<file path="src/sfqcd_defs.svh">
// constants for the serial flash command front end
`ifndef SFQCD_DEFS_SVH
`define SFQCD_DEFS_SVH
`define SFQCD_OP_ENTER_QUAD 8'h35
`define SFQCD_OP_EXIT_QUAD 8'hF5
`define SFQCD_OP_RESET_EN 8'h66
`define SFQCD_OP_RESET_MEM 8'h99
`define SFQCD_OP_DUAL_RD 8'hBB
`define SFQCD_OP_QUAD_RD 8'hEB
`define SFQCD_OP_DUAL_OUT 8'h3B
`define SFQCD_OP_QUAD_OUT 8'h6B
`define SFQCD_OP_QUAD_PP 8'h38
`define SFQCD_DUMMY_FAST 4'h8
`define SFQCD_DUMMY_DUAL 4'h4
`define SFQCD_DUMMY_QUAD 4'h6
`define SFQCD_DUMMY_DC1 4'h6
`define SFQCD_DUMMY_DC2 4'h8
`define SFQCD_DUMMY_DC3 4'hA
`define SFQCD_ADDR_3 3'h3
`define SFQCD_ADDR_4 3'h4
`define SFQCD_LINES_1 3'h1
`define SFQCD_LINES_2 3'h2
`define SFQCD_LINES_4 3'h4
`define SFQCD_BUF_DEPTH 2
`endif

</file>
<file path="src/sfqcd_pkg.sv">
// types shared by the serial flash command front end
package sfqcd_pkg;
  // decoder states, gray coded along idle-cmd-addr-dummy-data-push
  typedef enum logic [2:0] {
    ST_IDLE = 3'h0,
    ST_CMD = 3'h1,
    ST_ADDR = 3'h3,
    ST_DUMMY = 3'h2,
    ST_DATA = 3'h6,
    ST_PUSH = 3'h7,
    ST_STBY = 3'h5
  } sfqcd_state_t;

  // per-opcode lookup result
  typedef struct packed {
    logic ok;
    logic [2:0] abytes;
    logic [3:0] dummy;
    logic rd;
    logic bnd;
    logic dcsel;
  } sfqcd_info_t;

  // decoded command header handed to the back end
  typedef struct packed {
    logic [7:0] opcode;
    logic [31:0] addr;
    logic [3:0] dummy;
    logic quad;
  } sfqcd_cmd_t;
endpackage

</file>
<file path="src/sfqcd_buf.sv">
// small valid/ready buffer for decoded command headers
`timescale 1ns/1ps
`default_nettype none
`include "sfqcd_defs.svh"

module sfqcd_buf #(
  parameter int unsigned DEPTH = `SFQCD_BUF_DEPTH
) (
  input wire logic clk,
  input wire logic rst,
  input wire logic in_valid,
  output logic in_ready,
  input wire sfqcd_pkg::sfqcd_cmd_t in_data,
  output logic out_valid,
  input wire logic out_ready,
  output var sfqcd_pkg::sfqcd_cmd_t out_data
);
  import sfqcd_pkg::*;

  localparam int unsigned PW = (DEPTH > 1) ? $clog2(DEPTH) : 1;
  localparam logic [PW-1:0] LAST = PW'(DEPTH - 1);
  localparam logic [PW:0] FULL = (PW + 1)'(DEPTH);

  sfqcd_cmd_t mem_q [DEPTH];
  logic [PW-1:0] wp_q, rp_q;
  logic [PW:0] cnt_q;
  logic do_wr, do_rd;

  // handshakes are honest full and empty
  assign in_ready = (cnt_q != FULL);
  assign out_valid = (cnt_q != '0);
  assign out_data = mem_q[rp_q];
  assign do_wr = in_valid && in_ready;
  assign do_rd = out_valid && out_ready;

  // storage writes
  always_ff @(posedge clk) begin
    if (do_wr) begin
      mem_q[wp_q] <= in_data;
    end
  end

  // pointers and fill level
  always_ff @(posedge clk or posedge rst) begin
    if (rst) begin
      wp_q <= '0;
      rp_q <= '0;
      cnt_q <= '0;
    end else begin
      if (do_wr) begin
        wp_q <= (wp_q == LAST) ? '0 : wp_q + 1'b1;
      end
      if (do_rd) begin
        rp_q <= (rp_q == LAST) ? '0 : rp_q + 1'b1;
      end
      if (do_wr && !do_rd) begin
        cnt_q <= cnt_q + {{PW{1'b0}}, 1'b1};
      end else if (do_rd && !do_wr) begin
        cnt_q <= cnt_q - {{PW{1'b0}}, 1'b1};
      end
    end
  end
endmodule // sfqcd_buf

`default_nettype wire

</file>
<file path="src/sfqcd_decode.sv">
// serial flash opcode decoder with single-line and four-line command modes
`timescale 1ns/1ps
`default_nettype none
`include "sfqcd_defs.svh"

module sfqcd_decode (
  input wire logic ref_clk,
  input wire logic rst,
  input wire logic sclk,
  input wire logic cs_n,
  input wire logic [3:0] io_in,
  output logic [3:0] io_out,
  output logic [3:0] io_oe,
  input wire logic dummy_count_bit_low,
  input wire logic dummy_count_bit_high,
  input wire logic [7:0] out_byte,
  output logic out_byte_take,
  output var sfqcd_pkg::sfqcd_cmd_t cmd_rec,
  output logic cmd_valid,
  input wire logic cmd_ready,
  output logic four_line_command_mode,
  output logic reset_mem_pulse
);
  import sfqcd_pkg::*;

  logic sclk_m, sclk_s, sclk_p, cs_m, cs_s, cs_p;
  logic [3:0] io_m, io_s;
  logic sclk_rise, sclk_fall, cs_rise, cs_fall;
  sfqcd_state_t st_q;
  logic [7:0] opc_q, opc_nx, osr_q, osrc;
  logic [2:0] bit_q, bit_nx, lines_q, dline_q, aline_nx, dline_nx, abyte_q, ob_q;
  logic [31:0] addr_q, addr_nx;
  logic [3:0] dcnt_q, dum_q, dum_nx, io_out_q, io_oe_q;
  logic [1:0] dc_sel;
  sfqcd_info_t info_q, info_nx;
  logic byte_done, quad_q, armed_q, reset_q, take_q;
  logic exec_ok, enter_ev, exit_ev, push_valid, push_ready;
  sfqcd_cmd_t push_rec;

  // opcode table: legality per mode, address bytes, default dummies, direction
  function automatic sfqcd_info_t op_info(input logic [7:0] op, input logic qm);
    sfqcd_info_t i;
    logic s;
    logic q;
    i = '0;
    s = 1'h0;
    q = 1'h0;
    case (op)
      8'h03, 8'h5A: begin s = 1'h1; i.rd = 1'h1; i.abytes = `SFQCD_ADDR_3; end
      8'h0B, 8'h3B, 8'h6B: begin
        s = 1'h1; i.rd = 1'h1; i.abytes = `SFQCD_ADDR_3;
        i.dummy = `SFQCD_DUMMY_FAST; i.dcsel = 1'h1;
      end
      `SFQCD_OP_DUAL_RD: begin
        s = 1'h1; i.rd = 1'h1; i.abytes = `SFQCD_ADDR_3;
        i.dummy = `SFQCD_DUMMY_DUAL; i.dcsel = 1'h1;
      end
      `SFQCD_OP_QUAD_RD: begin
        s = 1'h1; q = 1'h1; i.rd = 1'h1; i.abytes = `SFQCD_ADDR_3;
        i.dummy = `SFQCD_DUMMY_QUAD; i.dcsel = 1'h1;
      end
      8'h02, 8'h20, 8'h52, 8'hD8: begin
        s = 1'h1; q = 1'h1; i.bnd = 1'h1; i.abytes = `SFQCD_ADDR_3;
      end
      `SFQCD_OP_QUAD_PP: begin s = 1'h1; i.bnd = 1'h1; i.abytes = `SFQCD_ADDR_3; end
      8'h60, 8'hC7, 8'h06, 8'h04, 8'h68, 8'h75, 8'hB0, 8'h7A, 8'h30, 8'hB9, 8'h00,
      8'h66, 8'h99, 8'h7E, 8'h98, 8'h41, 8'h01, 8'h2F, 8'hC0, 8'hB1, 8'hC1: begin
        s = 1'h1; q = 1'h1; i.bnd = 1'h1;
      end
      `SFQCD_OP_ENTER_QUAD, 8'h2C, 8'hE4: begin s = 1'h1; i.bnd = 1'h1; end
      `SFQCD_OP_EXIT_QUAD: begin q = 1'h1; i.bnd = 1'h1; end
      8'h9F, 8'h90, 8'h2D: begin s = 1'h1; i.rd = 1'h1; end
      8'hAF: begin q = 1'h1; i.rd = 1'h1; end
      8'hAB, 8'h05, 8'h15, 8'h2B: begin s = 1'h1; q = 1'h1; i.rd = 1'h1; end
      8'hE3, 8'hE1: begin s = 1'h1; i.bnd = 1'h1; i.abytes = `SFQCD_ADDR_4; end
      8'hE2, 8'hE0: begin s = 1'h1; i.rd = 1'h1; i.abytes = `SFQCD_ADDR_4; end
      default: i = '0;
    endcase
    i.ok = qm ? q : s;
    return i;
  endfunction

  // shift one clock's worth of input lines into a word, msb first
  function automatic logic [31:0] shift_in(input logic [31:0] v, input logic [2:0] n,
                                           input logic [3:0] d);
    logic [31:0] r;
    r = {v[30:0], d[0]};
    if (n == `SFQCD_LINES_2) begin
      r = {v[29:0], d[1:0]};
    end
    if (n == `SFQCD_LINES_4) begin
      r = {v[27:0], d};
    end
    return r;
  endfunction

  // two-stage synchronisers for all pin inputs
  always_ff @(posedge ref_clk or posedge rst) begin
    if (rst) begin
      sclk_m <= 1'h0;
      sclk_s <= 1'h0;
      sclk_p <= 1'h0;
      cs_m <= 1'h1;
      cs_s <= 1'h1;
      cs_p <= 1'h1;
      io_m <= 4'h0;
      io_s <= 4'h0;
    end else begin
      sclk_m <= sclk;
      sclk_s <= sclk_m;
      sclk_p <= sclk_s;
      cs_m <= cs_n;
      cs_s <= cs_m;
      cs_p <= cs_s;
      io_m <= io_in;
      io_s <= io_m;
    end
  end

  // edges of the synchronised link clock and select
  assign sclk_rise = sclk_s && !sclk_p;
  assign sclk_fall = !sclk_s && sclk_p;
  assign cs_rise = cs_s && !cs_p;
  assign cs_fall = !cs_s && cs_p;

  // next values of the input shifters and the opcode lookup
  assign opc_nx = 8'(shift_in({24'h000000, opc_q}, lines_q, io_s));
  assign addr_nx = shift_in(addr_q, lines_q, io_s);
  assign bit_nx = bit_q + lines_q;
  assign byte_done = (bit_nx == 3'h0);
  assign info_nx = op_info(opc_nx, quad_q);
  assign dc_sel = {dummy_count_bit_high, dummy_count_bit_low};

  // dummy count and line widths of the phases after the opcode
  always_comb begin
    dum_nx = info_nx.dummy;
    if (info_nx.dcsel) begin
      case (dc_sel)
        2'h1: dum_nx = `SFQCD_DUMMY_DC1;
        2'h2: dum_nx = `SFQCD_DUMMY_DC2;
        2'h3: dum_nx = `SFQCD_DUMMY_DC3;
        default: dum_nx = info_nx.dummy;
      endcase
    end
    aline_nx = `SFQCD_LINES_1;
    dline_nx = `SFQCD_LINES_1;
    if (quad_q) begin
      aline_nx = `SFQCD_LINES_4;
      dline_nx = `SFQCD_LINES_4;
    end else if (opc_nx == `SFQCD_OP_DUAL_RD) begin
      aline_nx = `SFQCD_LINES_2;
      dline_nx = `SFQCD_LINES_2;
    end else if (opc_nx == `SFQCD_OP_QUAD_RD) begin
      aline_nx = `SFQCD_LINES_4;
      dline_nx = `SFQCD_LINES_4;
    end else if (opc_nx == `SFQCD_OP_DUAL_OUT) begin
      dline_nx = `SFQCD_LINES_2;
    end else if (opc_nx == `SFQCD_OP_QUAD_OUT || opc_nx == `SFQCD_OP_QUAD_PP) begin
      dline_nx = `SFQCD_LINES_4;
    end
  end

  // frame sequencer: opcode, address, dummy, header push, data
  always_ff @(posedge ref_clk or posedge rst) begin
    if (rst) begin
      st_q <= ST_IDLE;
      opc_q <= 8'h00;
      bit_q <= 3'h0;
      lines_q <= `SFQCD_LINES_1;
      dline_q <= `SFQCD_LINES_1;
      abyte_q <= 3'h0;
      addr_q <= 32'h00000000;
      dcnt_q <= 4'h0;
      dum_q <= 4'h0;
      info_q <= '0;
    end else if (cs_fall) begin
      st_q <= ST_CMD;
      opc_q <= 8'h00;
      bit_q <= 3'h0;
      addr_q <= 32'h00000000;
      lines_q <= quad_q ? `SFQCD_LINES_4 : `SFQCD_LINES_1;
    end else if (cs_s) begin
      // a header still waiting for buffer space outlives the select rise
      if (st_q == ST_PUSH) begin
        if (push_ready) begin
          st_q <= ST_IDLE;
        end
      end else if (st_q != ST_STBY) begin
        st_q <= ST_IDLE;
      end
    end else if (st_q == ST_PUSH) begin
      if (push_ready) begin
        st_q <= ST_DATA;
        lines_q <= dline_q;
        bit_q <= 3'h0;
      end
    end else if (sclk_rise) begin
      if (st_q == ST_CMD || st_q == ST_ADDR || st_q == ST_DATA) begin
        bit_q <= bit_nx;
      end
      case (st_q)
        ST_CMD: begin
          opc_q <= opc_nx;
          if (byte_done) begin
            info_q <= info_nx;
            dum_q <= dum_nx;
            dcnt_q <= dum_nx;
            abyte_q <= info_nx.abytes;
            lines_q <= aline_nx;
            dline_q <= dline_nx;
            if (!info_nx.ok) begin
              st_q <= ST_STBY;
            end else if (info_nx.abytes != 3'h0) begin
              st_q <= ST_ADDR;
            end else if (dum_nx != 4'h0) begin
              st_q <= ST_DUMMY;
            end else begin
              st_q <= ST_PUSH;
            end
          end
        end
        ST_ADDR: begin
          addr_q <= addr_nx;
          if (byte_done) begin
            abyte_q <= abyte_q - 3'h1;
            if (abyte_q == 3'h1) begin
              st_q <= (dum_q != 4'h0) ? ST_DUMMY : ST_PUSH;
            end
          end
        end
        ST_DUMMY: begin
          dcnt_q <= dcnt_q - 4'h1;
          if (dcnt_q == 4'h1) begin
            st_q <= ST_PUSH;
          end
        end
        default: st_q <= st_q;
      endcase
    end
  end

  // header record into the two-entry buffer; a new frame while still stalled drops it
  assign push_valid = (st_q == ST_PUSH);
  assign push_rec = '{opcode: opc_q, addr: addr_q, dummy: dum_q, quad: quad_q};

  sfqcd_buf u_buf (
    .clk(ref_clk),
    .rst(rst),
    .in_valid(push_valid),
    .in_ready(push_ready),
    .in_data(push_rec),
    .out_valid(cmd_valid),
    .out_ready(cmd_ready),
    .out_data(cmd_rec)
  );

  // output shifter: loads a byte and shifts on each link clock fall
  assign osrc = (ob_q == 3'h0) ? out_byte : osr_q;
  always_ff @(posedge ref_clk or posedge rst) begin
    if (rst) begin
      osr_q <= 8'h00;
      ob_q <= 3'h0;
      io_out_q <= 4'h0;
      io_oe_q <= 4'h0;
      take_q <= 1'h0;
    end else begin
      take_q <= 1'h0;
      if (cs_s || st_q != ST_DATA || !info_q.rd) begin
        ob_q <= 3'h0;
        io_oe_q <= 4'h0;
      end else if (sclk_fall) begin
        take_q <= (ob_q == 3'h0);
        ob_q <= ob_q + lines_q;
        osr_q <= osrc << lines_q;
        case (lines_q)
          `SFQCD_LINES_4: begin
            io_out_q <= osrc[7:4];
            io_oe_q <= 4'hF;
          end
          `SFQCD_LINES_2: begin
            io_out_q <= {2'h0, osrc[7:6]};
            io_oe_q <= 4'h3;
          end
          default: begin
            io_out_q <= {2'h0, osrc[7], 1'h0};
            io_oe_q <= 4'h2;
          end
        endcase
      end
    end
  end

  // commands that act when select rises on a byte boundary
  assign exec_ok = cs_rise && (st_q == ST_DATA || st_q == ST_PUSH) && info_q.bnd
                   && (bit_q == 3'h0);
  assign enter_ev = exec_ok && !quad_q && (opc_q == `SFQCD_OP_ENTER_QUAD);
  assign exit_ev = exec_ok && quad_q && (opc_q == `SFQCD_OP_EXIT_QUAD);

  // command-line mode; configuration bits are never written here
  always_ff @(posedge ref_clk or posedge rst) begin
    if (rst) begin
      quad_q <= 1'h0;
    end else if (enter_ev) begin
      quad_q <= 1'h1;
    end else if (exit_ev) begin
      quad_q <= 1'h0;
    end
  end

  // reset-enable arming and reset-memory pulse
  always_ff @(posedge ref_clk or posedge rst) begin
    if (rst) begin
      armed_q <= 1'h0;
      reset_q <= 1'h0;
    end else begin
      reset_q <= exec_ok && armed_q && (opc_q == `SFQCD_OP_RESET_MEM);
      if (cs_rise && st_q != ST_IDLE) begin
        armed_q <= exec_ok && (opc_q == `SFQCD_OP_RESET_EN);
      end
    end
  end

  assign io_out = io_out_q;
  assign io_oe = io_oe_q;
  assign out_byte_take = take_q;
  assign four_line_command_mode = quad_q;
  assign reset_mem_pulse = reset_q;

  chk_quad_entry: assert property (@(posedge ref_clk) disable iff (rst)
    enter_ev |=> four_line_command_mode) else $error("quad entry missed");
  chk_quad_exit_cause: assert property (@(posedge ref_clk) disable iff (rst)
    $fell(quad_q) |-> $past(exit_ev)) else $error("quad left without exit");
  chk_frame_lines: assert property (@(posedge ref_clk) disable iff (rst)
    cs_fall |=> lines_q == (quad_q ? 3'h4 : 3'h1)) else $error("opcode width");
  chk_quad_out_lines: assert property (@(posedge ref_clk) disable iff (rst)
    (io_oe != 4'h0 && quad_q) |-> io_oe == 4'hF) else $error("quad out width");
  chk_standby_hiz: assert property (@(posedge ref_clk) disable iff (rst)
    st_q == ST_STBY |-> io_oe == 4'h0 ##1 ($past(cs_fall) || st_q == ST_STBY))
    else $error("standby left early");
  chk_partial_byte: assert property (@(posedge ref_clk) disable iff (rst)
    (cs_rise && st_q == ST_DATA && bit_q != 3'h0) |=> $stable(quad_q) && !reset_mem_pulse)
    else $error("partial byte acted");
  chk_reset_pair: assert property (@(posedge ref_clk) disable iff (rst)
    reset_mem_pulse |-> $past(armed_q)) else $error("reset without enable");
  chk_dual_read: assert property (@(posedge ref_clk) disable iff (rst)
    (push_valid && opc_q == 8'hBB && dc_sel == 2'h0) |-> dum_q == 4'h4 && !quad_q)
    else $error("dual read header");
  chk_dummy_select: assert property (@(posedge ref_clk) disable iff (rst)
    (push_valid && info_q.dcsel && dc_sel == 2'h3) |-> dum_q == 4'hA)
    else $error("dummy select");
  chk_rise_sample: assert property (@(posedge ref_clk) disable iff (rst)
    !$stable(opc_q) |-> $past(sclk_rise) || $past(cs_fall)) else $error("sample edge");
  chk_fall_shift: assert property (@(posedge ref_clk) disable iff (rst)
    !$stable(io_out) |-> $past(sclk_fall)) else $error("shift edge");
  chk_bad_opcode: assert property (@(posedge ref_clk) disable iff (rst)
    (st_q == ST_CMD && !cs_s && !cs_fall && sclk_rise && byte_done && !info_nx.ok)
    |=> st_q == ST_STBY) else $error("unknown opcode not refused");
endmodule // sfqcd_decode

`default_nettype wire

</file>
<file path="config.mk">
export PLATFORM = sky130hd
export DESIGN_NAME = sfqcd_decode
export DESIGN_NICKNAME = d
export VERILOG_FILES = /design/src/sfqcd_pkg.sv /design/src/sfqcd_buf.sv /design/src/sfqcd_decode.sv
export VERILOG_INCLUDE_DIRS = /design/src
export SDC_FILE = /design/constraint.sdc
export NUM_CORES = 1
export LEC_CHECK = 0
export ABC_AREA = 1
export ABC_CLOCK_PERIOD_IN_PS = 10800
export BUFFER_PORTS_ARGS = -buffer_cell sky130_fd_sc_hd__buf_2
export CAP_MARGIN = 0
export CORE_ASPECT_RATIO = 0.5
export CORE_MARGIN = 3
export CORE_UTILIZATION = 55
export DETAILED_ROUTE_END_ITERATION = 6
export PLACE_DENSITY = 0.77
export SLEW_MARGIN = 20
export SYNTH_ARGS = -nofsm -noshare
export SYNTH_HDL_FRONTEND = slang
export SYNTH_SLANG_ARGS = --single-unit
export TNS_END_PERCENT = 20
</file>
<file path="constraint.sdc">
create_clock -name ref_clk -period 10.8 [get_ports ref_clk]
set_input_delay 3.24 -clock ref_clk [delete_from_list [all_inputs] [get_ports ref_clk]]
set_output_delay 3.24 -clock ref_clk [all_outputs]
set_load 0.01 [all_outputs]
</file>
==> summary.txt, run 1 <==
Run status
  – Status: finished, final reports clean

Critical path
  – Critical path type: reg2out
  – CP peak stage delay: 0.55 ns
  – Worst setup SP type: flip-flop
  – Worst Reg-to-Reg Cells: 20
  – Crit path buf inv count: 2
  – Top delay family on crit path: buffers and inverters
  – Slowest CP cell: inv_2
  – Crit path cell chain: inv_2 > nand2_1 > nand2_1 > buf_2
  – CP Max Fanout: 45
  – Crit path DAT: roughly 1.7 ns
  – Critical Path RT: 7.56 ns
  – Most Frequent Cell on Critical Path: nand2_1
  – CP endpoint kind: primary output
  – CP Depth: 4

Floorplanning
  – Die H: roughly 100 um
  – Die Width: 193 um
  – # IOs: 76
  – Die area: 19300 um2
  – Initial Utilization: 0.576
  – Core footprint: approximately 17000 um2
  – Num rows: 33

Yosys
  – FF+latch count, synth: 192
  – Top FF cell, synth: dfrtp_1
  – Ys async rst share: 0.542
  – Most instantiated cells after synthesis: 332 x nand2_1, 115 x inv_1, 104 x o21ai_0
  – Yosys top cell by area: edfxtp_1
  – Seq/Total Area, Yosys: 0.544
  – Area contributors post-synth: edfxtp_1 27%, dfrtp_1 26%, nand2_1 13%
  – Syn_nets: about 1200
  – Post-synth top area share: 0.274
  – Post-synthesis cell type count: 48
  – Average cell area after synthesis: roughly 8.6 um2
  – Mapped Cells: 1123
  – EDFF count, synth: between 80 and 90
  – Synth warn: 0
  – Most frequent cell after synthesis: nand2_1
  – Synth Cell Area: 9660 um2

Timing
  – Setup TNS: 0 ns
  – Final Critical Period: roughly 5 ns
  – RSZ-0062 raised after global routing: no
  – Slew Limit Fails: 0
  – Max_slew headroom: 0.339
  – Worst Skew: 0.0125 ns
  – Final setup viols: 0
  – Final Hold Fails: 0
  – Peak Freq: 201 MHz
  – Fin crit share: 0.461
  – Worst-Margin Slew: just under 1 ns

Min path
  – Number of cells on the worst hold path: 0
  – Hold crit path type: reg2reg

Routing
  – Initial drt markers: 799
  – Routed Antenna Nets: 0
  – DR vias/cell: 5.61
  – Final routed DRC violation total: 0
  – Via count: 7961
  – WL/cell: 15.8 um
  – Drt total wl: 22500 um
  – DRT Pass-1 Iters: 6

Flow run
  – Max cap viols: 0

Cells and area
  – Area of the multi-input gates: 3730 um2
  – # nets final: 1206
  – Area Overhead vs Synth: 11.2%
  – Fin cells: between 1000 and 1500
  – Antenna Cells: 0
  – Reg area: ~5300 um2
  – Share of cells above drive strength 1: 0.138
  – Fill cells: ~1400

Global route
  – First-pass GRT wire length: 37300 um
  – Gr usage total: 0.239
  – Remaining Overflow, GRT: 0
  – Largest net degree at the start of global routing: 70
  – Vias in the first global route: 7477
  – Initial antenna violation count: 0

Placed design
  – Dpl hpwl: 15400 um
  – Port Buffer Count: 74
  – Dpl cells: 1386
  – Gpl congestion: approximately 0.9

Clocking
  – # resized after CTS: 0
  – Clock sink total: about 190
  – CTS tree: done
  – Htree depth: 4
  – Clock latency on the worst-skew pair: 0.44 ns
  – CTS buffer count: 17
  – Clock transition at path regs: 0.08 ns
  – Clock Root Buffer: clkbuf_16
  – Post-CTS Setup Bufs: 0
  – Hold buffers post-CTS: 0
  – Longest Clk Path Bufs: 2

Power
  – Power density cells: 215 nW/um2
  – Leak: 4.85 nW
  – VDD IR max: roughly 0.12 mV
[worst paths after layout]
path                             from  slack, ns           to
max                        u_buf.rp_q       5.82  cmd_rec[13]
min                           io_m[3]       0.35      io_s[3]
max reg2reg                lines_q[1]       6.84      st_q[2]
min reg2reg                   io_m[3]       0.35      io_s[3]
max in group asynchronous         rst       6.71   dline_q[2]
min in group asynchronous         rst       2.86    addr_q[4]
[power breakdown]
part	internal, W	total (W)	leakage [nW]	switching (W)
registers	0.000839	0.000917	2.08	0.0000785
clock network	0.000347	0.000635	0.279	0.000288
logic	0.000244	0.000752	2.50	0.000508
total	0.00143	0.00230	4.85	0.000874
[stage by stage]
| stage | instance area [um2] | hold WS (ns) | power [W] | worst slack, ns | utilization |
|---|---|---|---|---|---|
| detailed placement | 10100 | 0.336 | 0.00168 | 6.19 | 0.605 |
| floorplan | 9660 | 0.331 | 0.00146 | 4.84 | - |
| finish | 10700 | 0.351 | 0.00230 | 5.82 | 0.640 |
| global route | 10700 | 0.358 | 0.00245 | 5.62 | 0.640 |
| global placement | 10100 | 0.334 | 0.00167 | 6.21 | 0.605 |
| CTS | 10700 | 0.351 | 0.00232 | 5.76 | 0.640 |
[area by class of cell]
cell class,count,area share
Timing Repair Buffer,78,0.0373
Clock inverter,13,0.0143
Clock buffer,19,0.0403
Tap cell,227,0.0265
Inverter,124,0.0445
Sequential cell,192,0.489
Multi-Input combinational cell,765,0.348
[layout by cell type, fill, tap and decap left out, types with 4 or more instances in the layout]
| cell | instances |
|---|---|
| nand2_1 | 332 |
| o32ai_1 | 14 |
| buf_2 | 74 |
| nand3_1 | 40 |
| edfxtp_1 | 88 |
| a21oi_1 | 45 |
| a31oi_1 | 5 |
| o22ai_1 | 18 |
| inv_1 | 114 |
| nor2_4 | 5 |
| clkinv_1 | 5 |
| o31ai_1 | 4 |
| dfstp_2 | 5 |
| nand2_4 | 7 |
| xor2_1 | 4 |
| clkbuf_16 | 17 |
| nor4_1 | 4 |
| xnor2_1 | 6 |
| nor3_1 | 4 |
| inv_2 | 4 |
| ha_1 | 7 |
| inv_6 | 7 |
| buf_4 | 4 |
| o21ai_0 | 104 |
| nor2_2 | 7 |
| dfrtp_1 | 99 |
| nor2_1 | 95 |
| nand2_2 | 20 |
| nand4_1 | 10 |
| a22oi_1 | 6 |
[metal layers]
metal  GRT usage  vias up  part of all wire
li1            -     3815                 -
met1       0.341     3777              0.46
met2       0.388      330              0.45
met3      0.0382       39             0.071
met4      0.0639        0             0.014
met5           0        -                 0
[sequential cells by signal, indices dropped and copies added, names as in the netlist, 4 cells and up]
| name | count |
|---|---|
| u_buf.mem_q | 88 |
| io_m | 4 |
| dcnt_q | 4 |
| io_out | 4 |
| osr_q | 8 |
| addr_q | 32 |
| opc_q | 8 |
| io_s | 4 |
[cell families (layout without fill, tap and decap cells)]
logic type / count (synthesis) / after routing / share of synthesized area
simple gates: 537 / 537 / 0.240
compound gates: 208 / 208 / 0.123
flops: 192 / 192 / 0.544
buf+inv: 166 / 234 / 0.0710
xor+xnor: 10 / 10 / 0.00907
fa+ha+maj: 9 / 9 / 0.0132
other cells: 1 / 1 / 0.000388
Note: power is estimated with default switching activity, not from simulation.
==> run 2, diff against run 1 <==
--- a/config.mk
+++ b/config.mk
@@ -7,7 +7,7 @@
 export NUM_CORES = 1
 export LEC_CHECK = 0
 export ABC_AREA = 1
-export ABC_CLOCK_PERIOD_IN_PS = 10800
+export ABC_CLOCK_PERIOD_IN_PS = 5200
 export BUFFER_PORTS_ARGS = -buffer_cell sky130_fd_sc_hd__buf_2
 export CAP_MARGIN = 0
 export CORE_ASPECT_RATIO = 0.5
==> constraint.sdc (replaced) <==
create_clock -name ref_clk -period 5.2 [get_ports ref_clk]
set_input_delay 1.56 -clock ref_clk [delete_from_list [all_inputs] [get_ports ref_clk]]
set_output_delay 1.56 -clock ref_clk [all_outputs]
set_load 0.01 [all_outputs]
==> summary.txt, run 2 (synthesis gave the netlist of run 1 again) <==
Floorplanning
  – Die Width: approximately 190 um
  – Core footprint: 16800 um2
  – # IOs: 76
  – Die H: 99.7 um
  – Num rows: 33
  – Die area: 19300 um2
  – Initial Utilization: 0.576

Cells and area
  – Fill cells: roughly 1500
  – Reg area: 5250 um2
  – Reg with most FFs: u_buf.mem_q
  – Area of the multi-input gates: 3730 um2
  – Max reg flops: between 80 and 90
  – Share of cells above drive strength 1: 0.139
  – Commonest cells after routing, fill and taps aside: 332 x nand2_1, 114 x inv_1, 104 x o21ai_0, 99 x dfrtp_1, 95 x nor2_1
  – # nets final: 1206
  – Area Overhead vs Synth: 10.8%
  – Top Registers: u_buf.mem_q: 88 flops, addr_q: 32 flops
  – Antenna Cells: 0
  – Commonest non-fill, non-tap cell in the layout: nand2_1

Timing
  – Final Hold Fails: 0
  – Worst Skew: around 0.014 ns
  – Final Critical Period: 3.75 ns
  – Final setup viols: 0
  – Hold slack: approximately 0.35 ns
  – Max_slew headroom: 0.337
  – Worst-Margin Slew: 0.992 ns
  – Peak Freq: 267 MHz
  – Post-route setup slack: between 1 and 1.5 ns
  – Setup TNS: 0 ns
  – Fin crit share: 0.721
  – RSZ-0062 raised after global routing: no
  – Slew Limit Fails: 0

Clocking
  – Clock Root Buffer: clkbuf_16
  – Post-CTS Setup Bufs: 0
  – Hold buffers post-CTS: 0
  – Longest Clk Path Bufs: 2
  – Clock sink total: 192
  – CTS tree: done
  – CTS buffer count: 17
  – Clock latency on the worst-skew pair: around 0.45 ns
  – Clock transition at path regs: 0.08 ns
  – Htree depth: 4
  – # resized after CTS: 0

Placed design
  – Dpl hpwl: 16800 um
  – Worst slack at placement: 1.52 ns
  – Port Buffer Count: 74
  – Gpl congestion: ~0.95

Power
  – Leak: 4.84 nW
  – VDD IR max: roughly 0.26 mV
  – Power density cells: 444 nW/um2

Global route
  – First-pass GRT wire length: about 40000 um
  – Gr usage total: 0.260
  – Vias in the first global route: 7718
  – Initial antenna violation count: 0
  – Largest net degree at the start of global routing: 76
  – Remaining Overflow, GRT: 0

Routing
  – Via count: 8001
  – DRT Pass-1 Iters: 5
  – Routed Antenna Nets: 0
  – DR vias/cell: 5.64
  – Initial drt markers: 727
  – Drt total wl: ~24000 um
  – Final routed DRC violation total: 0
  – WL/cell: 17.1 um

Flow run
  – Max cap viols: 0

Critical path
  – Crit path DAT: roughly 4.1 ns
  – CP endpoint kind: flip-flop
  – Critical path type: reg2reg
  – Worst setup SP type: flip-flop
  – CP Max Fanout: 48
  – Critical Path RT: 5.55 ns

Min path
  – Hold crit path type: reg2reg

Run status
  – Status: finished, final reports clean
run 2: changes by cell type in the layout (fill, tap and decap cells not counted):
cell        previous run  this run
bufinv_16              2         0
clkbuf_1               2         3
clkinv_1               5         3
clkinv_4               0         4
clkinvlp_4             2         1
inv_6                  7         5
inv_8                  1         3
run 2: final timing paths:
check                                 from    endpoint  slack [ns]  cells after the start
worst max-delay path            lines_q[1]     st_q[2]        1.45                     20
worst max register to register  lines_q[1]     st_q[2]        1.45                     20
max in group asynchronous              rst  dline_q[0]        2.84                      3
worst min-delay path               io_m[3]     io_s[3]        0.35                      0
worst min register to register     io_m[3]     io_s[3]        0.35                      0
min in group asynchronous              rst   addr_q[8]        1.32                      2
run 2: critical path, cell delays in order, from the launching register on:
cell and delay [ns]:
dfrtp_1 0.58, inv_2 0.28, nand3_4 0.40, inv_2 0.70
nand2_1 0.12, nand2_1 0.21, nand2_2 0.13, nor2_1 0.31
nand2_2 0.11, nand2_1 0.12, nor2_4 0.05, nand2_2 0.07
nor2_1 0.04, nand2_1 0.05, nand2_1 0.04, nand2_1 0.10
nand3_1 0.07, nand2_1 0.06, nand2_1 0.06, nand2_1 0.06
nand2_1 0.04
run 2: through the flow:
| step | util | power (W) | cells | instance area (um2) |
|---|---|---|---|---|
| 2_1_floorplan | - | 0.00303 | 1123 | 9660 |
| 3_3_place_gp | 0.605 | 0.00346 | 1386 | 10100 |
| 3_5_place_dp | 0.605 | 0.00350 | 1386 | 10100 |
| 4_1_cts | 0.639 | 0.00476 | 1418 | 10700 |
| 5_1_grt | 0.639 | 0.00505 | 1418 | 10700 |
| 6_report | 0.639 | 0.00475 | 1418 | 10700 |
run 2: final cells by class:
cell class,instances,share of cell area
well taps,227,0.0265
inverters,124,0.0447
clock buffers,20,0.0408
repair buffers,78,0.0374
clock inverters,12,0.0111
multi-input cells,765,0.349
flip-flops and latches,192,0.491
run 2: layer usage:
| layer | track usage | share of wire | up-vias |
|---|---|---|---|
| met5 | 0 | 0 | - |
| met2 | 0.411 | 0.45 | 311 |
| met1 | 0.365 | 0.47 | 3834 |
| met4 | 0.0805 | 0.018 | 0 |
| li1 | - | - | 3817 |
| met3 | 0.0558 | 0.069 | 39 |
run 2: power breakdown:
group | switching, W | internal [W]
registers | 0.000159 | 0.00174
logic | 0.00108 | 0.000510
clock network | 0.000630 | 0.000634
